==> src/tpr_pkg.sv <==
package tpr_pkg;

  localparam int REG_W = 16;
  localparam int PIX_W = 3 * REG_W;
  localparam int BEAT_W = PIX_W + 2;
  localparam int FIFO_DEPTH = 16;

  // Register indices; the byte address on the bus is four times the index.
  localparam logic [2:0] IDX_RUN_CONTROL = 3'h0;
  localparam logic [2:0] IDX_RUN_STATUS = 3'h1;
  localparam logic [2:0] IDX_FRAME_WIDTH = 3'h2;
  localparam logic [2:0] IDX_FRAME_HEIGHT = 3'h3;
  localparam logic [2:0] IDX_COLOUR_FIRST = 3'h4;
  localparam logic [2:0] IDX_COLOUR_SECOND = 3'h5;
  localparam logic [2:0] IDX_COLOUR_THIRD = 3'h6;
  localparam int ADDR_IDX_LSB = 2;
  localparam int ADDR_IDX_MSB = 4;

  localparam int RUN_BIT = 0;
  localparam int STATUS_BIT = 0;

  localparam logic [15:0] RST_RUN_CONTROL = 16'h0000;
  localparam logic [15:0] RST_FRAME_WIDTH = 16'h0020;
  localparam logic [15:0] RST_FRAME_HEIGHT = 16'h0020;
  localparam logic [15:0] RST_COLOUR = 16'h0000;

  // Packet type codes carried in the low nibble of a header beat.
  localparam logic [3:0] PKT_IMAGE = 4'h0;
  localparam logic [3:0] PKT_CONTROL = 4'hF;
  // Frame-format nibble of the control packet body.
  localparam logic [3:0] FMT_PROGRESSIVE = 4'h2;
  localparam logic [3:0] FMT_FIELD_FIRST = 4'h8;
  localparam logic [3:0] FMT_FIELD_SECOND = 4'hC;

  typedef enum logic [2:0] {
    ST_IDLE      = 3'b000,
    ST_CTRL_HDR  = 3'b001,
    ST_CTRL_BODY = 3'b010,
    ST_IMG_HDR   = 3'b011,
    ST_PIXELS    = 3'b100
  } tpr_state_t;

endpackage

==> src/tpr_stream_if.sv <==
`timescale 1ns/1ps
`default_nettype none
interface tpr_stream_if #(parameter int W = 50) ();
  logic [W-1:0] data;
  logic         valid;
  logic         ready;
  modport src (output data, output valid, input ready);
  modport snk (input data, input valid, output ready);
endinterface
`default_nettype wire

==> src/tpr_fifo.sv <==
`timescale 1ns/1ps
`default_nettype none
module tpr_fifo #(
  parameter int W     = 50,
  parameter int DEPTH = 16
) (
  input wire logic    pclk,
  input wire logic    presetn,
  input wire logic    ce,
  tpr_stream_if.snk   wr,
  tpr_stream_if.src   rd
);
  localparam int AW = $clog2(DEPTH);

  logic [W-1:0]  mem [DEPTH];
  logic [AW-1:0] wp;
  logic [AW-1:0] rp;
  logic [AW:0]   cnt;
  logic [W-1:0]  q;
  logic          qv;

  wire push = wr.valid && wr.ready;
  wire load = (cnt != '0) && (!qv || rd.ready);

  assign wr.ready = (cnt != (AW+1)'(DEPTH));
  assign rd.data  = q;
  assign rd.valid = qv;

  always_ff @(posedge pclk) begin
    if (ce && push) begin
      mem[wp] <= wr.data;
    end
  end

  always_ff @(posedge pclk or negedge presetn) begin
    if (!presetn) begin
      wp  <= '0;
      rp  <= '0;
      cnt <= '0;
      q   <= '0;
      qv  <= 1'b0;
    end else if (ce) begin
      if (push) begin
        wp <= AW'(wp + 1'b1);
      end
      if (load) begin
        rp <= AW'(rp + 1'b1);
        q  <= mem[rp];
        qv <= 1'b1;
      end else if (rd.ready) begin
        qv <= 1'b0;
      end
      cnt <= (AW+1)'(cnt + (AW+1)'(push) - (AW+1)'(load));
    end
  end
endmodule
`default_nettype wire

==> src/tpr_run_control.sv <==
`timescale 1ns/1ps
`default_nettype none
module tpr_run_control #(
  parameter bit UNIFORM_BG = 1'b1,
  parameter bit INTERLACED = 1'b0
) (
  input  wire logic        pclk,
  input  wire logic        presetn,
  input  wire logic        ce,
  input  wire logic        psel,
  input  wire logic        penable,
  input  wire logic        pwrite,
  input  wire logic [11:0] paddr,
  input  wire logic [31:0] pwdata,
  output logic      [31:0] prdata,
  output logic             pready,
  output logic             pslverr,
  output logic      [47:0] dout_data,
  output logic             dout_sop,
  output logic             dout_eop,
  output logic             dout_valid,
  input  wire logic        dout_ready
);
  logic [15:0] run_control;
  logic [15:0] frame_width;
  logic [15:0] frame_height;
  logic [15:0] colour_sample_first;
  logic [15:0] colour_sample_second;
  logic [15:0] colour_sample_third;
  logic        busy;

  logic [15:0] shadow_width;
  logic [15:0] shadow_height;
  logic [47:0] shadow_colour;
  logic        field;
  logic [15:0] xcnt;
  logic [15:0] ycnt;
  logic [31:0] field_pix;

  tpr_pkg::tpr_state_t state;
  tpr_pkg::tpr_state_t next_state;
  localparam int PIXEOP = tpr_pkg::BEAT_W - 2;

  tpr_stream_if #(.W(tpr_pkg::BEAT_W)) gen_if ();
  tpr_stream_if #(.W(tpr_pkg::BEAT_W)) out_if ();

  // Bus decode.
  wire [2:0] idx        = paddr[tpr_pkg::ADDR_IDX_MSB:tpr_pkg::ADDR_IDX_LSB];
  wire       high_zero  = (paddr[11:5] == 7'h00) && (paddr[1:0] == 2'h0);
  wire       is_colour  = (idx == tpr_pkg::IDX_COLOUR_FIRST) || (idx == tpr_pkg::IDX_COLOUR_SECOND) ||
                          (idx == tpr_pkg::IDX_COLOUR_THIRD);
  wire       mapped     = high_zero && (idx != 3'h7) && (!is_colour || UNIFORM_BG);
  wire       acc        = psel && penable;
  wire       wr_ok      = ce && acc && pwrite && mapped;
  wire       setup_rd   = ce && psel && !penable && !pwrite;

  // Zero wait states; an unmapped offset answers with an error and is neither written nor read.
  assign pready  = 1'b1;
  assign pslverr = acc && !mapped;

  logic [15:0] rd_word;
  always_comb begin
    rd_word = 16'h0000;
    if (mapped) begin
      case (idx)
        tpr_pkg::IDX_RUN_CONTROL:   rd_word = {15'h0000, run_control[tpr_pkg::RUN_BIT]};
        tpr_pkg::IDX_RUN_STATUS:    rd_word = {15'h0000, busy};
        tpr_pkg::IDX_FRAME_WIDTH:   rd_word = frame_width;
        tpr_pkg::IDX_FRAME_HEIGHT:  rd_word = frame_height;
        tpr_pkg::IDX_COLOUR_FIRST:  rd_word = colour_sample_first;
        tpr_pkg::IDX_COLOUR_SECOND: rd_word = colour_sample_second;
        tpr_pkg::IDX_COLOUR_THIRD:  rd_word = colour_sample_third;
        default:                    rd_word = 16'h0000;
      endcase
    end
  end

  // Read data is captured in the setup cycle and held through the access phase.
  always_ff @(posedge pclk or negedge presetn) begin
    if (!presetn) begin
      prdata <= 32'h00000000;
    end else if (setup_rd) begin
      prdata <= {16'h0000, rd_word};
    end
  end

  always_ff @(posedge pclk or negedge presetn) begin
    if (!presetn) begin
      run_control          <= tpr_pkg::RST_RUN_CONTROL;
      frame_width          <= tpr_pkg::RST_FRAME_WIDTH;
      frame_height         <= tpr_pkg::RST_FRAME_HEIGHT;
      colour_sample_first  <= tpr_pkg::RST_COLOUR;
      colour_sample_second <= tpr_pkg::RST_COLOUR;
      colour_sample_third  <= tpr_pkg::RST_COLOUR;
    end else if (wr_ok) begin
      case (idx)
        tpr_pkg::IDX_RUN_CONTROL:   run_control <= {15'h0000, pwdata[tpr_pkg::RUN_BIT]};
        tpr_pkg::IDX_FRAME_WIDTH:   frame_width <= pwdata[15:0];
        tpr_pkg::IDX_FRAME_HEIGHT:  frame_height <= pwdata[15:0];
        tpr_pkg::IDX_COLOUR_FIRST:  colour_sample_first <= pwdata[15:0];
        tpr_pkg::IDX_COLOUR_SECOND: colour_sample_second <= pwdata[15:0];
        tpr_pkg::IDX_COLOUR_THIRD:  colour_sample_third <= pwdata[15:0];
        default: begin
        end
      endcase
    end
  end

  // Frame sequencing.
  wire        run_bit    = run_control[tpr_pkg::RUN_BIT];
  wire        fire       = gen_if.valid && gen_if.ready;
  wire [15:0] half_up    = 16'((17'(shadow_height) + 17'h00001) >> 1);
  wire [15:0] half_down  = shadow_height >> 1;
  wire [15:0] field_rows = !INTERLACED ? shadow_height : (field ? half_down : half_up);
  wire        last_col   = (xcnt == 16'(shadow_width - 16'h0001));
  wire        last_row   = (ycnt == 16'(field_rows - 16'h0001));
  wire        last_pix   = last_col && last_row;
  wire        more_field = INTERLACED && !field;
  wire        start      = (state == tpr_pkg::ST_IDLE) && run_bit;
  wire [3:0]  fmt        = !INTERLACED ? tpr_pkg::FMT_PROGRESSIVE :
                           (field ? tpr_pkg::FMT_FIELD_SECOND : tpr_pkg::FMT_FIELD_FIRST);

  always_comb begin
    next_state = state;
    case (state)
      tpr_pkg::ST_IDLE: begin
        if (run_bit) begin
          next_state = tpr_pkg::ST_CTRL_HDR;
        end
      end
      tpr_pkg::ST_CTRL_HDR: begin
        if (fire) begin
          next_state = tpr_pkg::ST_CTRL_BODY;
        end
      end
      tpr_pkg::ST_CTRL_BODY: begin
        if (fire) begin
          next_state = tpr_pkg::ST_IMG_HDR;
        end
      end
      tpr_pkg::ST_IMG_HDR: begin
        if (fire) begin
          next_state = tpr_pkg::ST_PIXELS;
        end
      end
      tpr_pkg::ST_PIXELS: begin
        if (fire && last_pix) begin
          next_state = more_field ? tpr_pkg::ST_CTRL_HDR : tpr_pkg::ST_IDLE;
        end
      end
      default: next_state = tpr_pkg::ST_IDLE;
    endcase
  end

  always_comb begin
    gen_if.valid = (state != tpr_pkg::ST_IDLE);
    case (state)
      tpr_pkg::ST_CTRL_HDR:  gen_if.data = {1'b1, 1'b0, 44'h0, tpr_pkg::PKT_CONTROL};
      tpr_pkg::ST_CTRL_BODY: gen_if.data = {1'b0, 1'b1, 12'h000, fmt, field_rows, shadow_width};
      tpr_pkg::ST_IMG_HDR:   gen_if.data = {1'b1, 1'b0, 44'h0, tpr_pkg::PKT_IMAGE};
      tpr_pkg::ST_PIXELS:    gen_if.data = {1'b0, last_pix, shadow_colour};
      default:               gen_if.data = '0;
    endcase
  end

  // Status follows the next state, so it drops for the single idle cycle between frames.
  always_ff @(posedge pclk or negedge presetn) begin
    if (!presetn) begin
      state <= tpr_pkg::ST_IDLE;
      busy  <= 1'b0;
    end else if (ce) begin
      state <= next_state;
      busy  <= (next_state != tpr_pkg::ST_IDLE);
    end
  end

  // The shadow is loaded only when leaving idle, so field two reuses field one's settings.
  always_ff @(posedge pclk or negedge presetn) begin
    if (!presetn) begin
      shadow_width  <= tpr_pkg::RST_FRAME_WIDTH;
      shadow_height <= tpr_pkg::RST_FRAME_HEIGHT;
      shadow_colour <= '0;
    end else if (ce && start) begin
      shadow_width  <= frame_width;
      shadow_height <= frame_height;
      shadow_colour <= UNIFORM_BG ? {colour_sample_third, colour_sample_second, colour_sample_first} : '0;
    end
  end

  always_ff @(posedge pclk or negedge presetn) begin
    if (!presetn) begin
      field <= 1'b0;
      xcnt  <= 16'h0000;
      ycnt  <= 16'h0000;
    end else if (ce) begin
      if (start) begin
        field <= 1'b0;
      end else if (state == tpr_pkg::ST_PIXELS && fire && last_pix) begin
        field <= more_field;
      end
      if (state == tpr_pkg::ST_IMG_HDR) begin
        xcnt <= 16'h0000;
        ycnt <= 16'h0000;
      end else if (state == tpr_pkg::ST_PIXELS && fire) begin
        xcnt <= last_col ? 16'h0000 : 16'(xcnt + 16'h0001);
        ycnt <= last_col ? 16'(ycnt + 16'h0001) : ycnt;
      end
    end
  end

  // Pixels of the current field, counted apart from the column and row counters for the checks.
  always_ff @(posedge pclk or negedge presetn) begin
    if (!presetn) begin
      field_pix <= 32'h00000000;
    end else if (ce) begin
      if (state == tpr_pkg::ST_IMG_HDR) begin
        field_pix <= 32'h00000000;
      end else if (state == tpr_pkg::ST_PIXELS && fire) begin
        field_pix <= 32'(field_pix + 32'h00000001);
      end
    end
  end

  // The FIFO decouples the generator from downstream back-pressure.
  tpr_fifo #(.W(tpr_pkg::BEAT_W), .DEPTH(tpr_pkg::FIFO_DEPTH)) u_fifo (
    .pclk    (pclk),
    .presetn (presetn),
    .ce      (ce),
    .wr      (gen_if),
    .rd      (out_if)
  );

  assign out_if.ready = dout_ready;
  assign dout_valid   = out_if.valid;
  assign dout_sop     = out_if.data[tpr_pkg::BEAT_W-1];
  assign dout_eop     = out_if.data[tpr_pkg::BEAT_W-2];
  assign dout_data    = out_if.data[tpr_pkg::PIX_W-1:0];
endmodule
`default_nettype wire

==> config.mk <==
export PLATFORM = sky130hd
export DESIGN_NAME = tpr_run_control
export DESIGN_NICKNAME = d
export VERILOG_FILES = /design/src/tpr_pkg.sv /design/src/tpr_stream_if.sv /design/src/tpr_fifo.sv /design/src/tpr_run_control.sv
export SDC_FILE = /design/constraint.sdc
export NUM_CORES = 1
export LEC_CHECK = 0
export ABC_AREA = 0
export ABC_CLOCK_PERIOD_IN_PS = 7000
export BUFFER_PORTS_ARGS = -buffer_cell sky130_fd_sc_hd__buf_4
export CAP_MARGIN = 20
export CORE_MARGIN = 10
export CORE_UTILIZATION = 50
export DETAILED_ROUTE_END_ITERATION = 8
export GPL_TIMING_DRIVEN = 0
export PLACE_DENSITY_LB_ADDON = 0.25
export SETUP_SLACK_MARGIN = 0.05
export SLEW_MARGIN = 20
export SYNTH_ARGS = -nofsm -noshare
export SYNTH_HDL_FRONTEND = slang
export SYNTH_SLANG_ARGS = --single-unit
export TNS_END_PERCENT = 5
==> constraint.sdc <==
create_clock -name pclk -period 7 [get_ports pclk]
set_input_delay 1.05 -clock pclk [delete_from_list [all_inputs] [get_ports pclk]]
set_output_delay 1.05 -clock pclk [all_outputs]
set_load 0.05 [all_outputs]
After elaboration in Yosys (flattened, before gate mapping)
Memories as Yosys holds them, arrays and structs flattened. A register that Yosys moved wholly into a read port is not among the register bits. Index checks and enable logic that the tools add are counted.

Register bits: 227. RAM bits: 800. Input port bits: 51. Output and inout port bits: 85. Word-level logic and storage cells: 105. Memories: 1.

$add $sub $neg: 8. Eq/ne operators: 14. Multiplexer cells: 19. Reductions and logical operators: 45.

Memories: u_fifo.mem (words 16, width 50, rd ports 1, clocked after Yosys merged registers in 1, wr ports 1, RTL line tpr_fifo.sv:15) `logic [W-1:0] mem [DEPTH];`.

Operators with widths (number): 50-bit one-hot mux with 4 select lines (1); 16-bit two-way mux (7); 16-bit one-hot mux with 7 select lines (1); 16-bit by 1-bit adder with 16-bit output, second input constant (2); 16-bit == test (2); 16-bit by 1-bit subtractor with 16-bit output, second input constant (2); 2-bit AND reduction (10); 1-bit logical AND (18); 3-bit two-way mux (5); 3-bit one-hot mux with 5 select lines (1); 3-bit by 2-bit == test with 1-bit output, second input constant (4); 3-bit == test, second input constant (4); 4-bit by 1-bit adder with 4-bit output, second input constant (2); 7-bit zero test (1); 3-bit by 1-bit == test with 1-bit output, second input constant (2); 3-bit zero test (2); 2-bit nonzero test (3); 3-bit nonzero test (2); 5-bit by 1-bit adder with 5-bit output (1); 1-bit zero test (5); 5-bit != test, second input constant (1); 5-bit nonzero test (1); 5-bit by 1-bit subtractor with 5-bit output (1); 1-bit two-way mux (4); other kinds (4) (4).

Longest topological paths before layout
Depth in word-level cells: 7. Mapped depth: 16. Depth with buffers taken out: 16.

Modules after synthesis
From an unflattened synthesis, not the netlist that was laid out.

Cell total of the unflattened synthesis: 2378. Area total of the unflattened synthesis: 43445.4 µm².

By module, submodules not included: tpr_fifo (instances 1, cells an instance 1432, area an instance 32578.7 µm², sequential area each 25624.6 µm²); tpr_run_control (instances 1, cells an instance 946, area an instance 10866.7 µm², sequential area each 5335.1 µm²).

Worst setup path after synthesis
No wires, ideal clock.

Kind: in2reg. From: in ce. To: mem u_fifo.mem[3][0] (enable). Library setup time: 0.519 ns. Arrival: 5.263 ns. Required time: 6.481 ns. Slack: 1.218 ns. Stages: 5. Cell sequence: clkbuf_1 > and2_1 > clkbuf_1 > nand2_1 > nor3_1.

Word-level cells in the longest chain between the ends: 3.

Ends and longest elaborated chain: from (decl) (RTL line tpr_run_control.sv:9) `input wire logic ce,`; 1-bit logical AND (RTL line tpr_fifo.sv:30) `if (ce && push) begin`; 1-bit two-way mux (RTL line tpr_fifo.sv:30); 1-bit two-way mux (not written as such) (RTL line tpr_fifo.sv:31) `mem[wp] <= wr.data;`; to (decl) (RTL line tpr_fifo.sv:15).

No other way between the ends.

Final worst setup path
From: reg shadow_width[0]. To: mem u_fifo.mem[7][48], data pin.

Word-level cells in the longest chain between the ends: 4.

Ends and longest elaborated chain: from (decl) (RTL line tpr_run_control.sv:32) `logic [15:0] shadow_width;`; from (signal assigned) (RTL line tpr_run_control.sv:180) `shadow_width <= tpr_pkg::RST_FRAME_WIDTH;`; from (signal assigned) (RTL line tpr_run_control.sv:184) `shadow_width <= frame_width;`; 16-bit by 1-bit subtractor with 16-bit output (RTL line tpr_run_control.sv:115) `wire last_col = (xcnt == 16'(shadow_width - 16'h0001));`; 16-bit == test (RTL line tpr_run_control.sv:115); 1-bit logical AND (RTL line tpr_run_control.sv:117) `wire last_pix = last_col && last_row;`; 50-bit one-hot mux with 4 select lines (RTL line tpr_run_control.sv:157) `case (state)`; net gen_if.data[48] (RTL line tpr_stream_if.sv:4) `logic [W-1:0] data;`.

The timed path passes the listed nets, and every way through them passes these cells.

==> reports/metrics.yaml <==
pwr:
  total_power_mw: 18.8
  p_leak_nw: 18.2
  ir_drop_v: 0.000299
  p_per_area_nw_per_um2: 372
synth:
  ys_warn_count: 0
  synth_top_cell_area_share: 0.552
  synth_compound_area_frac: 0.0286
  syn_avg_cell_area_sq_um: 19.1
  synthFlopType: "edfxtp_1"
  synth.distinct_cells: 70
  synth_cells: 2277
  async_flop_share: 0.257
  synth-simple-area-share: 0.0356
  synth_edf_count: 800
  synth_seq_area_share: 0.711
  synth_top_cells_by_area: "edfxtp_1 55%, dfrtp_1 16%, mux4_2 13%"
  synth_top_family_by_area: "multiplexers"
  synth.area.mux_share: 0.191
  synth_area_leader_cell: "edfxtp_1"
  synth-xor-area-share: 0.0117
  synth.cell_area_sq_um: 43500
  synth_fa_ha_area_frac: 0.00477
  synth-seq-cells: 1077
sta:
  relSlewSlack: 0.256
  rsz0062_at_grt: "false"
  final_max_slew_viol_count: 0
  finalClockSkew_ps: 42.7
  final.period_utilization: 0.610
  fin_tns_setup_ps: 0
  max_freq_mhz: 234
  worstMarginPinSlew_ps: 1120
  min_period_ps: 4270
  setup_viol: 0
  finalHoldViolCount: 0
clock_tree:
  cts_resized: 0
  clock-sinks: 1077
  post-cts-setup-buffers: 0
  clk_latency_ps: 690
  cts-root-buf: "clkbuf_16"
  cts_hold_repair.buffers: 0
  clk_pin_slew_worst_paths_ps: 60
  cts_buffers: 106
  clockBufferDepth: 3
  cts_tree: "built"
  ctsHtreeMaxLevel: 3
die:
  std_cell_rows: 108
  core_area_sq_um: 86600
  start_util: 0.502
  die_area_sq_um: 99200
  io_pins: 136
  die_h_um: 315
  dieWidth_um: 315
setup_path:
  critPathArrivalTime_ps: 4700
  reg2reg_setup_slack_ps: 2730
  end_kind: "register"
  worstPathMaxFanout: 16
  path_class: "register to register"
  crit_required_ps: 7430
  cp-startpoint: "shadow_width[0]$_DFFE_PN0P_"
  cp-start-kind: "register"
  r2r-start: "shadow_width[0]$_DFFE_PN0P_"
grt:
  antenna_found_initial: 2
  globalRoute.totalOverflow: 0
  top_usage_layer: "met2"
  grt_pass1_wl_um: 164000
  grt_pass1_vias: 24200
  grt_use_total: 0.225
  grt_max_degree: 90
  use_met1: 0.305
  use_met3: 0.0387
  met2_usage: 0.367
route:
  drtAntennaViolNets: 0
  wl_per_cell_um: 29.0
  drt_wl_total_um: 111000
  drtIter0Drc: 2563
  dr.pass1.iters: 6
  drt_drc_violations_left: 0
  viasPerCell: 6.17
  dr_total_vias: 23600
final_layout:
  instances_no_fill: 3827
  drive_gt1_frac: 0.333
  fill_cells: 6249
  multi_input_area_sq_um: 12000
  layout_common_cells: "800 x edfxtp_1, 273 x dfrtp_1, 250 x mux4_2"
  layout_commonest_cell: "edfxtp_1"
  final_util: 0.584
  fin_nets: 2648
  finalInstanceArea_sq_um: 50600
  area_growth_pct: 16.3
  final-seq-area_sq_um: 31000
placement:
  io_buffers: 100
  routabilityCongestion: 0.880
  hpwlAfterDp_um: 74800
  post_dp_cell_area_sq_um: 47100
  dp.cells: 3624
run_status:
  status: "finished clean"
hold_path:
  hold_path.class: "primary input to async pin"
flow_run:
  drv_cap: 0
## cells in the mapped netlist (22+ instances only)
master / n
nor3_1: 26
edfxtp_1: 800
o21ai_0: 42
a22o_1: 43
buf_1: 22
nand2_1: 61
nor2_1: 65
dfrtp_1: 273
clkbuf_1: 98
xnor2_1: 31
inv_1: 29
xor2_1: 27
nand3_1: 27
mux4_2: 250
mux2_2: 227
## power by group
| group | switching, mW | internal [mW] |
|---|---|---|
| logic | 3.18 | 2.33 |
| clock network | 2.43 | 3.12 |
| registers | 0.238 | 7.53 |
| total | 5.85 | 13.0 |
## cell families (layout without fill, tap and decap cells)
kind of cell,after synthesis,in the layout
other,2,19
AND/OR/NAND/NOR,293,293
multiplexers,489,489
adder cells (fa/ha/maj),16,16
AO/OA/AOI/OAI,169,169
buffers and inverters,173,551
flip-flops,1077,1077
XOR/XNOR,58,58
## per-stage QoR
step / hold WS (ps) / setup slack [ps]
6_report: 276 / 2730
2_1_floorplan: 471 / 1220
4_1_cts: 258 / 2780
3_5_place_dp: 478 / 2490
3_3_place_gp: 471 / -4470
5_1_grt: 281 / 2430
## worst paths after layout
kind | to | cells after the start
max | u_fifo.mem[7][48]$_DFFE_PP_ | 10
min | u_fifo.rd.data[4]$_DFFE_PN0P_ | 1
max reg2reg | u_fifo.mem[7][48]$_DFFE_PP_ | 10
min reg2reg | prdata[10]$_DFFE_PN0P_ | 2
max in group asynchronous | u_fifo.rd.data[26]$_DFFE_PN0P_ | 4
min in group pclk | prdata[10]$_DFFE_PN0P_ | 2
## sequential cells by signal (all words and copies together) (netlist names), 16 cells and up
name                  cells
u_fifo.mem              800
u_fifo.rd.data           50
shadow_colour            48
colour_sample_first      16
colour_sample_second     16
colour_sample_third      16
field_rows               16
frame_height             16
frame_width              16
prdata                   16
shadow_width             16
xcnt                     16
ycnt                     16
## worst max-delay path, stage by stage (launching register included)
cell      delay, ps
dfrtp_1         480
inv_1           100
ha_1            130
buf_2           170
nor4b_1         800
and4_1          320
nor4b_1         600
o21ai_1         290
nand2b_1        340
nor4_1          380
or2_2           420
## area by class of cell
class                           count  share of cell area
Sequential cell                  1077               0.612
Inverter                           29             0.00215
Timing Repair Buffer              181              0.0398
Tap cell                         1155              0.0286
Clock inverter                     58              0.0105
Antenna cell                        2           0.0000989
Multi-Input combinational cell   1042               0.238
Clock buffer                      139              0.0567
Buffer                            144              0.0127
## per-layer routing
layer	vias up	wire length (um)
met5	-	0
met2	1122	54800
met1	12500	43700
li1	9767	-
met4	0	3440
met3	203	9150
No activity file was read; power rests on OpenSTA's default activity.
